$ cat src/rtl/dlio_map.svh
`ifndef DLIO_MAP_SVH
`define DLIO_MAP_SVH

// Line count and clock timing
`define DLIO_NUM_LINES        4
`define DLIO_CLK_PERIOD_NS    8
`define DLIO_NS_PER_US        1000
`define DLIO_CYC_PER_US       (`DLIO_NS_PER_US / `DLIO_CLK_PERIOD_NS)

// Register byte offsets
`define DLIO_OFS_LINE_SEL     8'h00
`define DLIO_OFS_LINE_CFG     8'h04
`define DLIO_OFS_LINE_LEVEL   8'h08
`define DLIO_OFS_ALL_LEVELS   8'h0C
`define DLIO_OFS_FILT_SEL     8'h10
`define DLIO_OFS_FILT_WIDTH   8'h14
`define DLIO_OFS_EXPO_FORM    8'h18
`define DLIO_OFS_SOFT_IDX     8'h1C
`define DLIO_OFS_SOFT_BIT     8'h20
`define DLIO_OFS_SOFT_WORD    8'h24
`define DLIO_OFS_RX_LINE_SEL  8'h28
`define DLIO_OFS_SERIAL_CFG   8'h2C
`define DLIO_OFS_RX_FLUSH     8'h30
`define DLIO_OFS_FRAME_ERRS   8'h34
`define DLIO_OFS_PARITY_ERRS  8'h38
`define DLIO_OFS_RX_DATA      8'h3C
`define DLIO_OFS_RX_STATUS    8'h40

// Line configuration field positions
`define DLIO_CFG_DIR          0
`define DLIO_CFG_INV          1
`define DLIO_CFG_AUX          2
`define DLIO_CFG_SRC_LSB      4
`define DLIO_CFG_KIND_LSB     12

// Serial configuration field positions
`define DLIO_SCFG_BAUD_LSB    0
`define DLIO_SCFG_DBITS_LSB   4
`define DLIO_SCFG_STOP_LSB    8
`define DLIO_SCFG_PAR_LSB     10

// Reset values and limits
`define DLIO_RST_RX_SEL       3'h4
`define DLIO_RST_BAUD         4'h5
`define DLIO_RST_DBITS        4'h8
`define DLIO_MIN_DBITS        4'h5
`define DLIO_MAX_DBITS        4'h9
`define DLIO_MAX_SRC          5'h10
`define DLIO_MAX_BAUD         4'hA
`define DLIO_MAX_PAR          3'h4
`define DLIO_RX_LINE_OFF      3'h4
`define DLIO_RX_IDLE          1'h1

// Fixed line properties, two kind bits per line, line 0 lowest
`define DLIO_LINE_KINDS       8'h09
`define DLIO_AUX_CAPABLE      4'h8

// Receive queue shape
`define DLIO_RXQ_DEPTH        5'h10
`define DLIO_RXQ_AW           4

`endif

$ cat src/rtl/dlio_pkg.sv
`default_nettype none
package dlio_pkg;

  // Output source choices of a line
  typedef enum logic [4:0] {
    src_off       = 5'h00,
    src_line0     = 5'h01,
    src_line1     = 5'h02,
    src_line2     = 5'h03,
    src_line3     = 5'h04,
    src_soft0     = 5'h05,
    src_soft1     = 5'h06,
    src_soft2     = 5'h07,
    src_soft3     = 5'h08,
    src_cnt0      = 5'h09,
    src_cnt1      = 5'h0A,
    src_logic0    = 5'h0B,
    src_logic1    = 5'h0C,
    src_expo      = 5'h0D,
    src_trig_wait = 5'h0E,
    src_pps       = 5'h0F,
    src_serial_tx = 5'h10
  } dlio_src_e;

  // Electrical kind of a line
  typedef enum logic [1:0] {
    undriven_kind = 2'h0,
    isolated_kind = 2'h1,
    pull_low_kind = 2'h2
  } dlio_kind_e;

  // How the exposure signal is formed
  typedef enum logic [1:0] {
    line_based_exposing  = 2'h0,
    any_pixel_exposing   = 2'h1,
    every_pixel_exposing = 2'h2
  } dlio_form_e;

  // Input filter type addressed by the width access
  typedef enum logic {
    deglitch_type = 1'h0,
    debounce_type = 1'h1
  } dlio_ftype_e;

endpackage : dlio_pkg
`default_nettype wire

$ cat src/rtl/dlio_filt_if.sv
`default_nettype none
interface dlio_filt_if;
  logic        raw;
  logic        filt;
  logic [22:0] glitch_cyc;
  logic [22:0] bounce_cyc;

  modport flt (input raw, input glitch_cyc, input bounce_cyc, output filt);
  modport ctl (output raw, output glitch_cyc, output bounce_cyc,
               input filt);
endinterface : dlio_filt_if
`default_nettype wire

$ cat src/rtl/dlio_top.sv
// Implementation choices: the plain strobed port and the register addresses.
`include "dlio_map.svh"
`default_nettype none
module dlio_top (
  input  wire logic        clk_sys,
  input  wire logic        rst,
  input  wire logic        ce,
  input  wire logic [7:0]  reg_addr,
  input  wire logic [31:0] reg_wdata,
  input  wire logic        reg_wr,
  input  wire logic        reg_rd,
  output logic      [31:0] reg_rdata,
  input  wire logic [3:0]  line_in,
  output wire logic [3:0]  line_out,
  output wire logic [3:0]  line_oe,
  output wire logic [3:0]  aux_supply_enable,
  input  wire logic        counter_zero_running,
  input  wire logic        counter_one_running,
  input  wire logic        logic_unit_zero_out,
  input  wire logic        logic_unit_one_out,
  input  wire logic        expo_line_based,
  input  wire logic        expo_any_pixel,
  input  wire logic        expo_every_pixel,
  input  wire logic        trigger_accept_ready,
  input  wire logic        pulse_per_second,
  input  wire logic        serial_tx_source,
  output logic             serial_rx_line,
  output logic      [3:0]  serial_baud_sel,
  output logic      [3:0]  serial_data_bits,
  output logic      [1:0]  serial_stop_sel,
  output logic      [2:0]  serial_parity_sel,
  input  wire logic        rx_char_valid,
  input  wire logic [8:0]  rx_char,
  input  wire logic        rx_frame_err,
  input  wire logic        rx_parity_err,
  output logic             rx_data_event,
  output logic             rx_overflow
);

  localparam logic [7:0] KINDS   = `DLIO_LINE_KINDS;
  localparam logic [3:0] AUX_CAP = `DLIO_AUX_CAPABLE;

  logic [1:0]                 line_sel_q;
  logic                       dir_q   [0:3];
  logic                       inv_q   [0:3];
  logic                       aux_q   [0:3];
  dlio_pkg::dlio_src_e        src_q   [0:3];
  dlio_pkg::dlio_ftype_e      ftype_q;
  logic [15:0]                fw_q    [0:3][0:1];
  dlio_pkg::dlio_form_e       form_q;
  logic [1:0]                 soft_output_index;
  logic [3:0]                 soft_output_word;
  logic [2:0]                 rx_sel_q;
  logic [3:0]                 lvl_w;
  logic                       expo_q;
  logic [8:0]                 rxq_mem [0:15];
  logic [`DLIO_RXQ_AW-1:0]    wp_q;
  logic [`DLIO_RXQ_AW-1:0]    rp_q;
  logic [4:0]                 cnt_q;
  logic [15:0]                ferr_q;
  logic [15:0]                perr_q;
  logic [31:0]                rd_d;
  logic                       wr_en;
  logic                       rd_en;
  logic                       flush;
  logic                       push;
  logic                       pop;
  logic                       full;

  // Qualified bus strokes
  assign wr_en = ce && reg_wr;
  assign rd_en = ce && reg_rd;
  assign flush = wr_en && (reg_addr == `DLIO_OFS_RX_FLUSH) && reg_wdata[0];
  assign full  = (cnt_q == `DLIO_RXQ_DEPTH);
  assign push  = rx_char_valid && !full && !flush;
  assign pop   = rd_en && (reg_addr == `DLIO_OFS_RX_DATA) &&
                 (cnt_q != 5'h0) && !flush;

  // Software configuration registers
  always_ff @(posedge clk_sys)
  begin
    if (rst)
    begin
      line_sel_q        <= 2'h0;
      ftype_q           <= dlio_pkg::deglitch_type;
      form_q            <= dlio_pkg::line_based_exposing;
      soft_output_index <= 2'h0;
      soft_output_word  <= 4'h0;
      rx_sel_q          <= `DLIO_RST_RX_SEL;
      serial_baud_sel   <= `DLIO_RST_BAUD;
      serial_data_bits  <= `DLIO_RST_DBITS;
      serial_stop_sel   <= 2'h0;
      serial_parity_sel <= 3'h0;
      for (int k = 0; k < `DLIO_NUM_LINES; k++)
      begin
        dir_q[k]    <= 1'h0;
        inv_q[k]    <= 1'h0;
        aux_q[k]    <= 1'h0;
        src_q[k]    <= dlio_pkg::src_off;
        fw_q[k][0]  <= 16'h0;
        fw_q[k][1]  <= 16'h0;
      end
    end
    else if (wr_en)
    begin
      if (reg_addr == `DLIO_OFS_LINE_SEL)
        line_sel_q <= reg_wdata[1:0];
      else if (reg_addr == `DLIO_OFS_LINE_CFG)
      begin
        dir_q[line_sel_q] <= reg_wdata[`DLIO_CFG_DIR];
        inv_q[line_sel_q] <= reg_wdata[`DLIO_CFG_INV];
        aux_q[line_sel_q] <= reg_wdata[`DLIO_CFG_AUX] &
                             AUX_CAP[line_sel_q];
        if (reg_wdata[`DLIO_CFG_SRC_LSB +: 5] <= `DLIO_MAX_SRC)
          src_q[line_sel_q] <= dlio_pkg::dlio_src_e'(
                                 reg_wdata[`DLIO_CFG_SRC_LSB +: 5]);
      end
      else if (reg_addr == `DLIO_OFS_FILT_SEL)
        ftype_q <= dlio_pkg::dlio_ftype_e'(reg_wdata[0]);
      else if (reg_addr == `DLIO_OFS_FILT_WIDTH)
        fw_q[line_sel_q][ftype_q] <= reg_wdata[15:0];
      else if (reg_addr == `DLIO_OFS_EXPO_FORM)
      begin
        if (reg_wdata[1:0] != 2'h3)
          form_q <= dlio_pkg::dlio_form_e'(reg_wdata[1:0]);
      end
      else if (reg_addr == `DLIO_OFS_SOFT_IDX)
        soft_output_index <= reg_wdata[1:0];
      else if (reg_addr == `DLIO_OFS_SOFT_BIT)
        soft_output_word[soft_output_index] <= reg_wdata[0];
      else if (reg_addr == `DLIO_OFS_SOFT_WORD)
        soft_output_word <= reg_wdata[3:0];
      else if (reg_addr == `DLIO_OFS_RX_LINE_SEL)
      begin
        if (reg_wdata[2:0] <= `DLIO_RX_LINE_OFF)
          rx_sel_q <= reg_wdata[2:0];
      end
      else if (reg_addr == `DLIO_OFS_SERIAL_CFG)
      begin
        // One setting set serves receive and transmit
        if (reg_wdata[`DLIO_SCFG_BAUD_LSB +: 4] <= `DLIO_MAX_BAUD)
          serial_baud_sel <= reg_wdata[`DLIO_SCFG_BAUD_LSB +: 4];
        if (reg_wdata[`DLIO_SCFG_DBITS_LSB +: 4] >= `DLIO_MIN_DBITS &&
            reg_wdata[`DLIO_SCFG_DBITS_LSB +: 4] <= `DLIO_MAX_DBITS)
          serial_data_bits <= reg_wdata[`DLIO_SCFG_DBITS_LSB +: 4];
        serial_stop_sel <= reg_wdata[`DLIO_SCFG_STOP_LSB +: 2];
        if (reg_wdata[`DLIO_SCFG_PAR_LSB +: 3] <= `DLIO_MAX_PAR)
          serial_parity_sel <= reg_wdata[`DLIO_SCFG_PAR_LSB +: 3];
      end
    end
  end

  // Exposure signal formed per the chosen form
  always_ff @(posedge clk_sys)
  begin
    if (rst)
      expo_q <= 1'h0;
    else if (ce)
    begin
      case (form_q)
        dlio_pkg::any_pixel_exposing:   expo_q <= expo_any_pixel;
        dlio_pkg::every_pixel_exposing: expo_q <= expo_every_pixel;
        default:                        expo_q <= expo_line_based;
      endcase
    end
  end

  // Per-line filter, source mux and pin drive
  for (genvar i = 0; i < `DLIO_NUM_LINES; i++)
  begin : g_line
    dlio_filt_if fif ();
    logic drv;
    logic val;
    logic pin_q;
    logic oe_q;
    logic lvl_q;
    logic auxo_q;

    assign fif.raw        = line_in[i];
    assign fif.glitch_cyc = 23'(fw_q[i][0]) * 23'(`DLIO_CYC_PER_US);
    assign fif.bounce_cyc = 23'(fw_q[i][1]) * 23'(`DLIO_CYC_PER_US);

    dlio_filter u_filt (
      .clk_sys (clk_sys),
      .rst     (rst),
      .ce      (ce),
      .fp      (fif)
    );

    // Source multiplexer
    always_comb
    begin
      case (src_q[i])
        dlio_pkg::src_line0:     drv = lvl_w[0];
        dlio_pkg::src_line1:     drv = lvl_w[1];
        dlio_pkg::src_line2:     drv = lvl_w[2];
        dlio_pkg::src_line3:     drv = lvl_w[3];
        dlio_pkg::src_soft0:     drv = soft_output_word[0];
        dlio_pkg::src_soft1:     drv = soft_output_word[1];
        dlio_pkg::src_soft2:     drv = soft_output_word[2];
        dlio_pkg::src_soft3:     drv = soft_output_word[3];
        dlio_pkg::src_cnt0:      drv = counter_zero_running;
        dlio_pkg::src_cnt1:      drv = counter_one_running;
        dlio_pkg::src_logic0:    drv = logic_unit_zero_out;
        dlio_pkg::src_logic1:    drv = logic_unit_one_out;
        dlio_pkg::src_expo:      drv = expo_q;
        dlio_pkg::src_trig_wait: drv = trigger_accept_ready;
        dlio_pkg::src_pps:       drv = pulse_per_second;
        dlio_pkg::src_serial_tx: drv = serial_tx_source;
        default:                 drv = 1'h0;
      endcase
      val = drv ^ inv_q[i];
    end

    // Pin drive and logical level
    always_ff @(posedge clk_sys)
    begin
      if (rst)
      begin
        pin_q  <= 1'h0;
        oe_q   <= 1'h0;
        lvl_q  <= 1'h0;
        auxo_q <= 1'h0;
      end
      else if (ce)
      begin
        auxo_q <= aux_q[i];
        if (dir_q[i])
        begin
          lvl_q <= val;
          if (KINDS[2*i +: 2] == dlio_pkg::pull_low_kind)
          begin
            pin_q <= 1'h0; // Can only pull low, high by pull-up
            oe_q  <= ~val;
          end
          else
          begin
            pin_q <= val;
            oe_q  <= 1'h1;
          end
        end
        else
        begin
          pin_q <= 1'h0;
          oe_q  <= 1'h0;
          lvl_q <= fif.filt ^ inv_q[i];
        end
      end
    end

    assign line_out[i]          = pin_q;
    assign line_oe[i]           = oe_q;
    assign aux_supply_enable[i] = auxo_q;
    assign lvl_w[i]             = lvl_q;
  end

  // Serial receive line taken from the chosen line, idle when off
  always_ff @(posedge clk_sys)
  begin
    if (rst)
      serial_rx_line <= `DLIO_RX_IDLE;
    else if (ce)
    begin
      if (rx_sel_q == `DLIO_RX_LINE_OFF)
        serial_rx_line <= `DLIO_RX_IDLE;
      else
        serial_rx_line <= lvl_w[rx_sel_q[1:0]];
    end
  end

  // Receive queue storage
  always_ff @(posedge clk_sys)
  begin
    if (ce && push)
      rxq_mem[wp_q] <= rx_char;
  end

  // Receive queue pointers; flush discards all held characters
  always_ff @(posedge clk_sys)
  begin
    if (rst)
    begin
      wp_q  <= '0;
      rp_q  <= '0;
      cnt_q <= 5'h0;
    end
    else if (ce)
    begin
      if (flush)
      begin
        wp_q  <= '0;
        rp_q  <= '0;
        cnt_q <= 5'h0;
      end
      else
      begin
        if (push)
          wp_q <= wp_q + 1'h1;
        if (pop)
          rp_q <= rp_q + 1'h1;
        cnt_q <= cnt_q + 5'(push) - 5'(pop);
      end
    end
  end

  // Overflow flag, arrival event; a new overflow wins over a clear
  always_ff @(posedge clk_sys)
  begin
    if (rst)
    begin
      rx_overflow   <= 1'h0;
      rx_data_event <= 1'h0;
    end
    else if (ce)
    begin
      rx_data_event <= push;
      if (rx_char_valid && full)
        rx_overflow <= 1'h1;
      else if (flush ||
               (rd_en && reg_addr == `DLIO_OFS_RX_DATA))
        rx_overflow <= 1'h0;
    end
  end

  // Error counters
  always_ff @(posedge clk_sys)
  begin
    if (rst)
    begin
      ferr_q <= 16'h0;
      perr_q <= 16'h0;
    end
    else if (ce)
    begin
      if (rx_frame_err)
        ferr_q <= ferr_q + 16'h1;
      if (rx_parity_err)
        perr_q <= perr_q + 16'h1;
    end
  end

  // Read decode
  always_comb
  begin
    rd_d = 32'h0;
    if (reg_addr == `DLIO_OFS_LINE_SEL)
      rd_d = {30'h0, line_sel_q};
    else if (reg_addr == `DLIO_OFS_LINE_CFG)
      rd_d = {18'h0, KINDS[2*line_sel_q +: 2], 3'h0, src_q[line_sel_q],
              1'h0, aux_q[line_sel_q], inv_q[line_sel_q],
              dir_q[line_sel_q]};
    else if (reg_addr == `DLIO_OFS_LINE_LEVEL)
      rd_d = {31'h0, lvl_w[line_sel_q]};
    else if (reg_addr == `DLIO_OFS_ALL_LEVELS)
      rd_d = {28'h0, lvl_w};
    else if (reg_addr == `DLIO_OFS_FILT_SEL)
      rd_d = {31'h0, ftype_q};
    else if (reg_addr == `DLIO_OFS_FILT_WIDTH)
      rd_d = {16'h0, fw_q[line_sel_q][ftype_q]};
    else if (reg_addr == `DLIO_OFS_EXPO_FORM)
      rd_d = {30'h0, form_q};
    else if (reg_addr == `DLIO_OFS_SOFT_IDX)
      rd_d = {30'h0, soft_output_index};
    else if (reg_addr == `DLIO_OFS_SOFT_BIT)
      rd_d = {31'h0, soft_output_word[soft_output_index]};
    else if (reg_addr == `DLIO_OFS_SOFT_WORD)
      rd_d = {28'h0, soft_output_word};
    else if (reg_addr == `DLIO_OFS_RX_LINE_SEL)
      rd_d = {29'h0, rx_sel_q};
    else if (reg_addr == `DLIO_OFS_SERIAL_CFG)
      rd_d = {19'h0, serial_parity_sel, serial_stop_sel,
              serial_data_bits, serial_baud_sel};
    else if (reg_addr == `DLIO_OFS_FRAME_ERRS)
      rd_d = {16'h0, ferr_q};
    else if (reg_addr == `DLIO_OFS_PARITY_ERRS)
      rd_d = {16'h0, perr_q};
    else if (reg_addr == `DLIO_OFS_RX_DATA)
      rd_d = {14'h0, rx_overflow, cnt_q != 5'h0, 7'h0,
              rxq_mem[rp_q]};
    else if (reg_addr == `DLIO_OFS_RX_STATUS)
      rd_d = {11'h0, `DLIO_RXQ_DEPTH, 7'h0, rx_overflow, 3'h0, cnt_q};
  end

  // Read data held for one cycle after the strobe
  always_ff @(posedge clk_sys)
  begin
    if (rst)
      reg_rdata <= 32'h0;
    else if (ce)
      reg_rdata <= rd_en ? rd_d : 32'h0;
  end

endmodule : dlio_top
`default_nettype wire

$ cat src/rtl/dlio_filter.sv
`default_nettype none
module dlio_filter (
  input  wire logic    clk_sys,
  input  wire logic    rst,
  input  wire logic    ce,
  dlio_filt_if.flt     fp
);

  logic        glitch_q;
  logic        bounce_q;
  logic [22:0] gcnt_q;
  logic [22:0] bcnt_q;

  assign fp.filt = bounce_q;

  // Deglitch: integrating count, short pulses bleed away
  always_ff @(posedge clk_sys)
  begin
    if (rst)
    begin
      glitch_q <= 1'h0;
      gcnt_q   <= 23'h0;
    end
    else if (ce)
    begin
      if (fp.raw != glitch_q)
      begin
        if (gcnt_q + 23'h1 >= fp.glitch_cyc)
        begin
          glitch_q <= fp.raw;
          gcnt_q   <= 23'h0;
        end
        else
          gcnt_q <= gcnt_q + 23'h1;
      end
      else if (gcnt_q != 23'h0)
        gcnt_q <= gcnt_q - 23'h1;
    end
  end

  // Debounce: any bounce restarts the stability count
  always_ff @(posedge clk_sys)
  begin
    if (rst)
    begin
      bounce_q <= 1'h0;
      bcnt_q   <= 23'h0;
    end
    else if (ce)
    begin
      if (glitch_q != bounce_q)
      begin
        if (bcnt_q + 23'h1 >= fp.bounce_cyc)
        begin
          bounce_q <= glitch_q;
          bcnt_q   <= 23'h0;
        end
        else
          bcnt_q <= bcnt_q + 23'h1;
      end
      else
        bcnt_q <= 23'h0;
    end
  end

endmodule : dlio_filter
`default_nettype wire

$ cat config.mk
export PLATFORM = sky130hd
export DESIGN_NAME = dlio_top
export DESIGN_NICKNAME = d
export VERILOG_FILES = /design/src/rtl/dlio_pkg.sv /design/src/rtl/dlio_filt_if.sv /design/src/rtl/dlio_top.sv /design/src/rtl/dlio_filter.sv
export VERILOG_INCLUDE_DIRS = /design/src /design/src/rtl
export SDC_FILE = /design/constraint.sdc
export NUM_CORES = 2
export LEC_CHECK = 0
export ABC_AREA = 0
export ABC_CLOCK_PERIOD_IN_PS = 8000
export BUFFER_PORTS_ARGS = -buffer_cell sky130_fd_sc_hd__buf_2
export CAP_MARGIN = 40
export CORE_MARGIN = 5
export CORE_UTILIZATION = 30
export CTS_CLUSTER_SIZE = 24
export DETAILED_ROUTE_END_ITERATION = 10
export MAX_ROUTING_LAYER = met4
export PLACE_DENSITY = 0.47
export SETUP_SLACK_MARGIN = 0.5
export SYNTH_ARGS = -nofsm -noshare
export SYNTH_HDL_FRONTEND = slang
export SYNTH_SLANG_ARGS = --single-unit
$ cat constraint.sdc
create_clock -name clk_sys -period 8 [get_ports clk_sys]
set_clock_uncertainty 0.15 [all_clocks]
set_input_delay 0.8 -clock clk_sys [delete_from_list [all_inputs] [get_ports clk_sys]]
set_output_delay 0.8 -clock clk_sys [all_outputs]
set_load 0.01 [all_outputs]
==> impl_results.md <==
- Post-DP HPWL: 128000 um
- Final Non-Filler Cells: 8610
- Chip width: 447 um
- Number of global-route vias before repair: 43100
- Worst path required time: 8480 ps
- Slew @ Worst Pin: 912 ps
- Layout cell share with drive strength beyond 1: 9.63%
- Most used DFF post-synth: dfxtp_1
- CTS clk-pin slew, worst paths: 60 ps
- Cell mode on critical path: fa_1
- Hold-fix buffers at CTS: 0
- Drt initial violations: 2866
- Crit-path leading delay family: compound AO/OA/AOI/OAI gates
- Total CTS buffers: 81
- Power, Total: 14.0 mW
- Post-synth EDFFs: 304
- Die area: 200000 sq um
- Worst slew margin: 38.8%
- Root buf cell: clkbuf_16
- Clock Latency Late Sink: 730 ps
- Layout Utilization: 33.6%
- Core area: 190000 sq um
- Slowest cell on the critical path: fa_1
- Initial Utilization: 30.2%
- Drt drc: 0
- Setup crit end kind: flop
- P_leak: 27.3 nW
- Final Cycle Share: 89.5%
- Bufs on Longest Clock Path: 3
- Max cap viols: 0
- RSZ-0062 raised after global routing: true
- Synth Cell Area: 57400 sq um
- Antenna Nets Post-Route: 0
- CP Launch Type: flop
- Async SR Flop Fraction: 0%
- CTS H-tree depth: 3
- Fin nets: 7152
- Die height: 447 um
- YS warnings: 0
- Reg2reg path depth: 26
- R2r setup slk: 840 ps
- Buf/Inv on CP: 4
- Vias: 43000
- Post-Syn Area per Cell: 9.63 sq um
- Setup CP Type: reg2reg
- Hold Fails Final Rpt: 0
- Max Clk Rate: 0.140 GHz
- CTS sink cnt: 612
- Pre-CTS WS: 654 ps
- Register area share after synthesis: 26.7%
- Max Transition Viols Final: 0
- GP Congestion: 0.854
- Total track usage: 16.9%
- DR vias/cell: 5.00
- R2R Path End: g_line[2].u_filt.gcnt_q[21]$_SDFFE_PP0P_
- Hold Path Class: in2reg
- Sequential cell area: 15300 sq um
- PwrDens: 219 nW/um^2
- Final wirelength: 166000 um
- IO Port Bufs: 100
- Arrival time worst endpoint: 7640 ps
- Critical Path Stages: 26
- RR Startpoint: fw_q[2][19]$_SDFFCE_PN0P_
- Status: finished, final reports clean
- Worst vdd ir: 0.000176 V
- First-pass DRT Iterations: 5
- Tmin final: 7160 ps
- Initial antenna violation count: 22
- Worst setup path startpoint: fw_q[2][19]$_SDFFCE_PN0P_
- Slowest stage delay, CP: 560 ps
- Area delta synth->final: 11.4%
- Total placed cells including tap cells: 8399
- Fill cell count: 19500
- Io pins: 131
- Synth Register Bits: 612
- # setup viols final: 0
- Final worst slack: 838 ps
- Count of cell types in the netlist: 101
- Grt ovf: 0
- Setup TNS: 0 ps
- Area of the multi-input gates: 38300 sq um
- Worst setup endpoint: g_line[2].u_filt.gcnt_q[21]$_SDFFE_PP0P_
- TritonCTS clock tree: yes
- CP max FO: 5
- Wire per inst: 19.3 um
- Cell Rows: 160
- First-pass GRT wire length: 257000 um
- Post-Syn Instances: 5955
- Pin count of the biggest net entering global routing: 71
==> layer usage <==
metal / part of all wire (%) / wire length (um) / vias to the layer above / track usage [%]
met1: 45 / 74600 / 21000 / 21.9
met3: 4.8 / 8050 / 253 / 2.52
met2: 46 / 76000 / 922 / 26.7
li1: - / - / 20900 / -
met5: 0 / 0 / - / -
met4: 4.5 / 7470 / 0 / 6.95
==> cells in the final DEF (no fill, tap or decap), drive strengths merged, types with 212 or more instances in the layout <==
master | Yosys | layout
a21oi | 328 | 328
buf | 92 | 235
dfxtp | 308 | 308
edfxtp | 304 | 304
fa | 433 | 433
ha | 631 | 631
inv | 729 | 730
nand2 | 330 | 330
nand3 | 212 | 212
nor2 | 408 | 408
xnor2 | 218 | 218
==> synthesized netlist by cell type, drive strengths merged, types with 10 or more instances <==
master   count  area [sq um]
nor3       172           930
o21a        51           383
mux2        10           113
a211oi      36           275
nand2      330          1240
dfxtp      308          6170
o211ai      28           210
nor2       408          1550
a2111oi     12           130
ha         631          7900
mux4        89          2000
xnor2      218          1920
nor2b       50           313
a22oi       56           420
nand3      212          1080
clkbuf     180           677
or3         43           284
a211o       15           131
or4         11           101
o21bai      18           135
a31oi       63           394
nand3b      18           135
and2       135           845
o32ai       11          96.3
edfxtp     304          9130
and3        98           613
xor2       174          1520
o22ai       11          68.8
a311oi      17           149
buf         92           554
a21oi      328          1640
nor4        39           320
a32oi       11          96.3
fa         433          8670
o31ai       14           119
mux2i       55           551
nand4       65           407
o41ai       11           111
a21o        73           548
a221oi      41           365
o21ai      174           886
inv        729          2740
nand2b      48           303
or2         34           213
==> registers in the layout, summed over array words and instances, names as in the netlist, 5 cells and up, named ones only <==
signal	cells
cnt_q	5
ferr_q	16
fw_q	128
g_line.u_filt.bcnt_q	92
g_line.u_filt.gcnt_q	92
perr_q	16
reg_rdata	19
rxq_mem	144
src_q	20
==> how the worst min path moves through the flow <==
stage | from | end | slack [ps] | depth (start not counted)
3_3_place_gp | g_line[0].pin_q$_SDFFE_PP0P_ | g_line[0].pin_q$_SDFFE_PP0P_ | 300 | 2
6_report | rx_frame_err | ferr_q[1]$_SDFFE_PP0P_ | 240 | 3
2_1_floorplan | g_line[0].pin_q$_SDFFE_PP0P_ | g_line[0].pin_q$_SDFFE_PP0P_ | 290 | 2
3_5_place_dp | g_line[1].oe_q$_SDFFE_PP0P_ | g_line[1].oe_q$_SDFFE_PP0P_ | 300 | 2
5_1_grt | rx_frame_err | ferr_q[1]$_SDFFE_PP0P_ | 210 | 3
4_1_cts | rx_frame_err | ferr_q[1]$_SDFFE_PP0P_ | 180 | 3
==> report_power, final <==
group	switching, mW	internal [mW]
registers	0.234	3.39
clock network	1.66	2.15
logic	3.70	2.83
total	5.59	8.38
==> kinds of logic (layout without fill, tap and decap cells) <==
kind of cell,after synthesis,count (layout),synth area share [%]
simple gates,1689,1689,14.9
buf+inv,1002,1115,6.92
xor+xnor,392,392,6.00
compound gates,1041,1041,11.9
flops,612,612,26.7
fa+ha+maj,1064,1064,28.9
mux,154,154,4.65
other cells,1,32,0.00654
==> stage by stage <==
| step | cell area [sq um] | hold WS [ps] |
|---|---|---|
| finish | 63900 | 240 |
| global placement | 60400 | 299 |
| floorplan | 57400 | 291 |
| detailed placement | 60600 | 303 |
| CTS | 63400 | 183 |
| global route | 63900 | 215 |
==> worst register-to-register path, cell delays in order (launching register included) <==
cell,delay [ps]
edfxtp_1,510
buf_4,200
fa_1,470
inv_1,50
fa_1,420
fa_1,560
inv_1,50
fa_1,450
ha_1,240
or3_1,420
o2111ai_2,210
a21oi_1,150
o311a_1,390
o21a_1,190
o21ai_0,210
nand2b_1,100
xnor2_1,140
ha_1,310
a21o_1,160
a211o_1,310
a211o_1,290
a41oi_1,210
a211oi_1,100
buf_4,200
a2111oi_2,370
a31oi_1,80
a21oi_1,140
==> layout make-up <==
type                    count  area share [%]
repair buffers            235            2.50
flip-flops and latches    612            24.0
well taps                2511            4.92
clock inverters            51           0.964
multi-input cells        4357            59.9
clock buffers              99            3.37
inverters                 730            4.29
diodes                     15          0.0588
==> repair_timing <==
action,CTS,global route
setup buffers,0,46
setup endpoints to repair,0,131
resized for setup,0,25
Note: power is estimated with default switching activity, not from simulation.
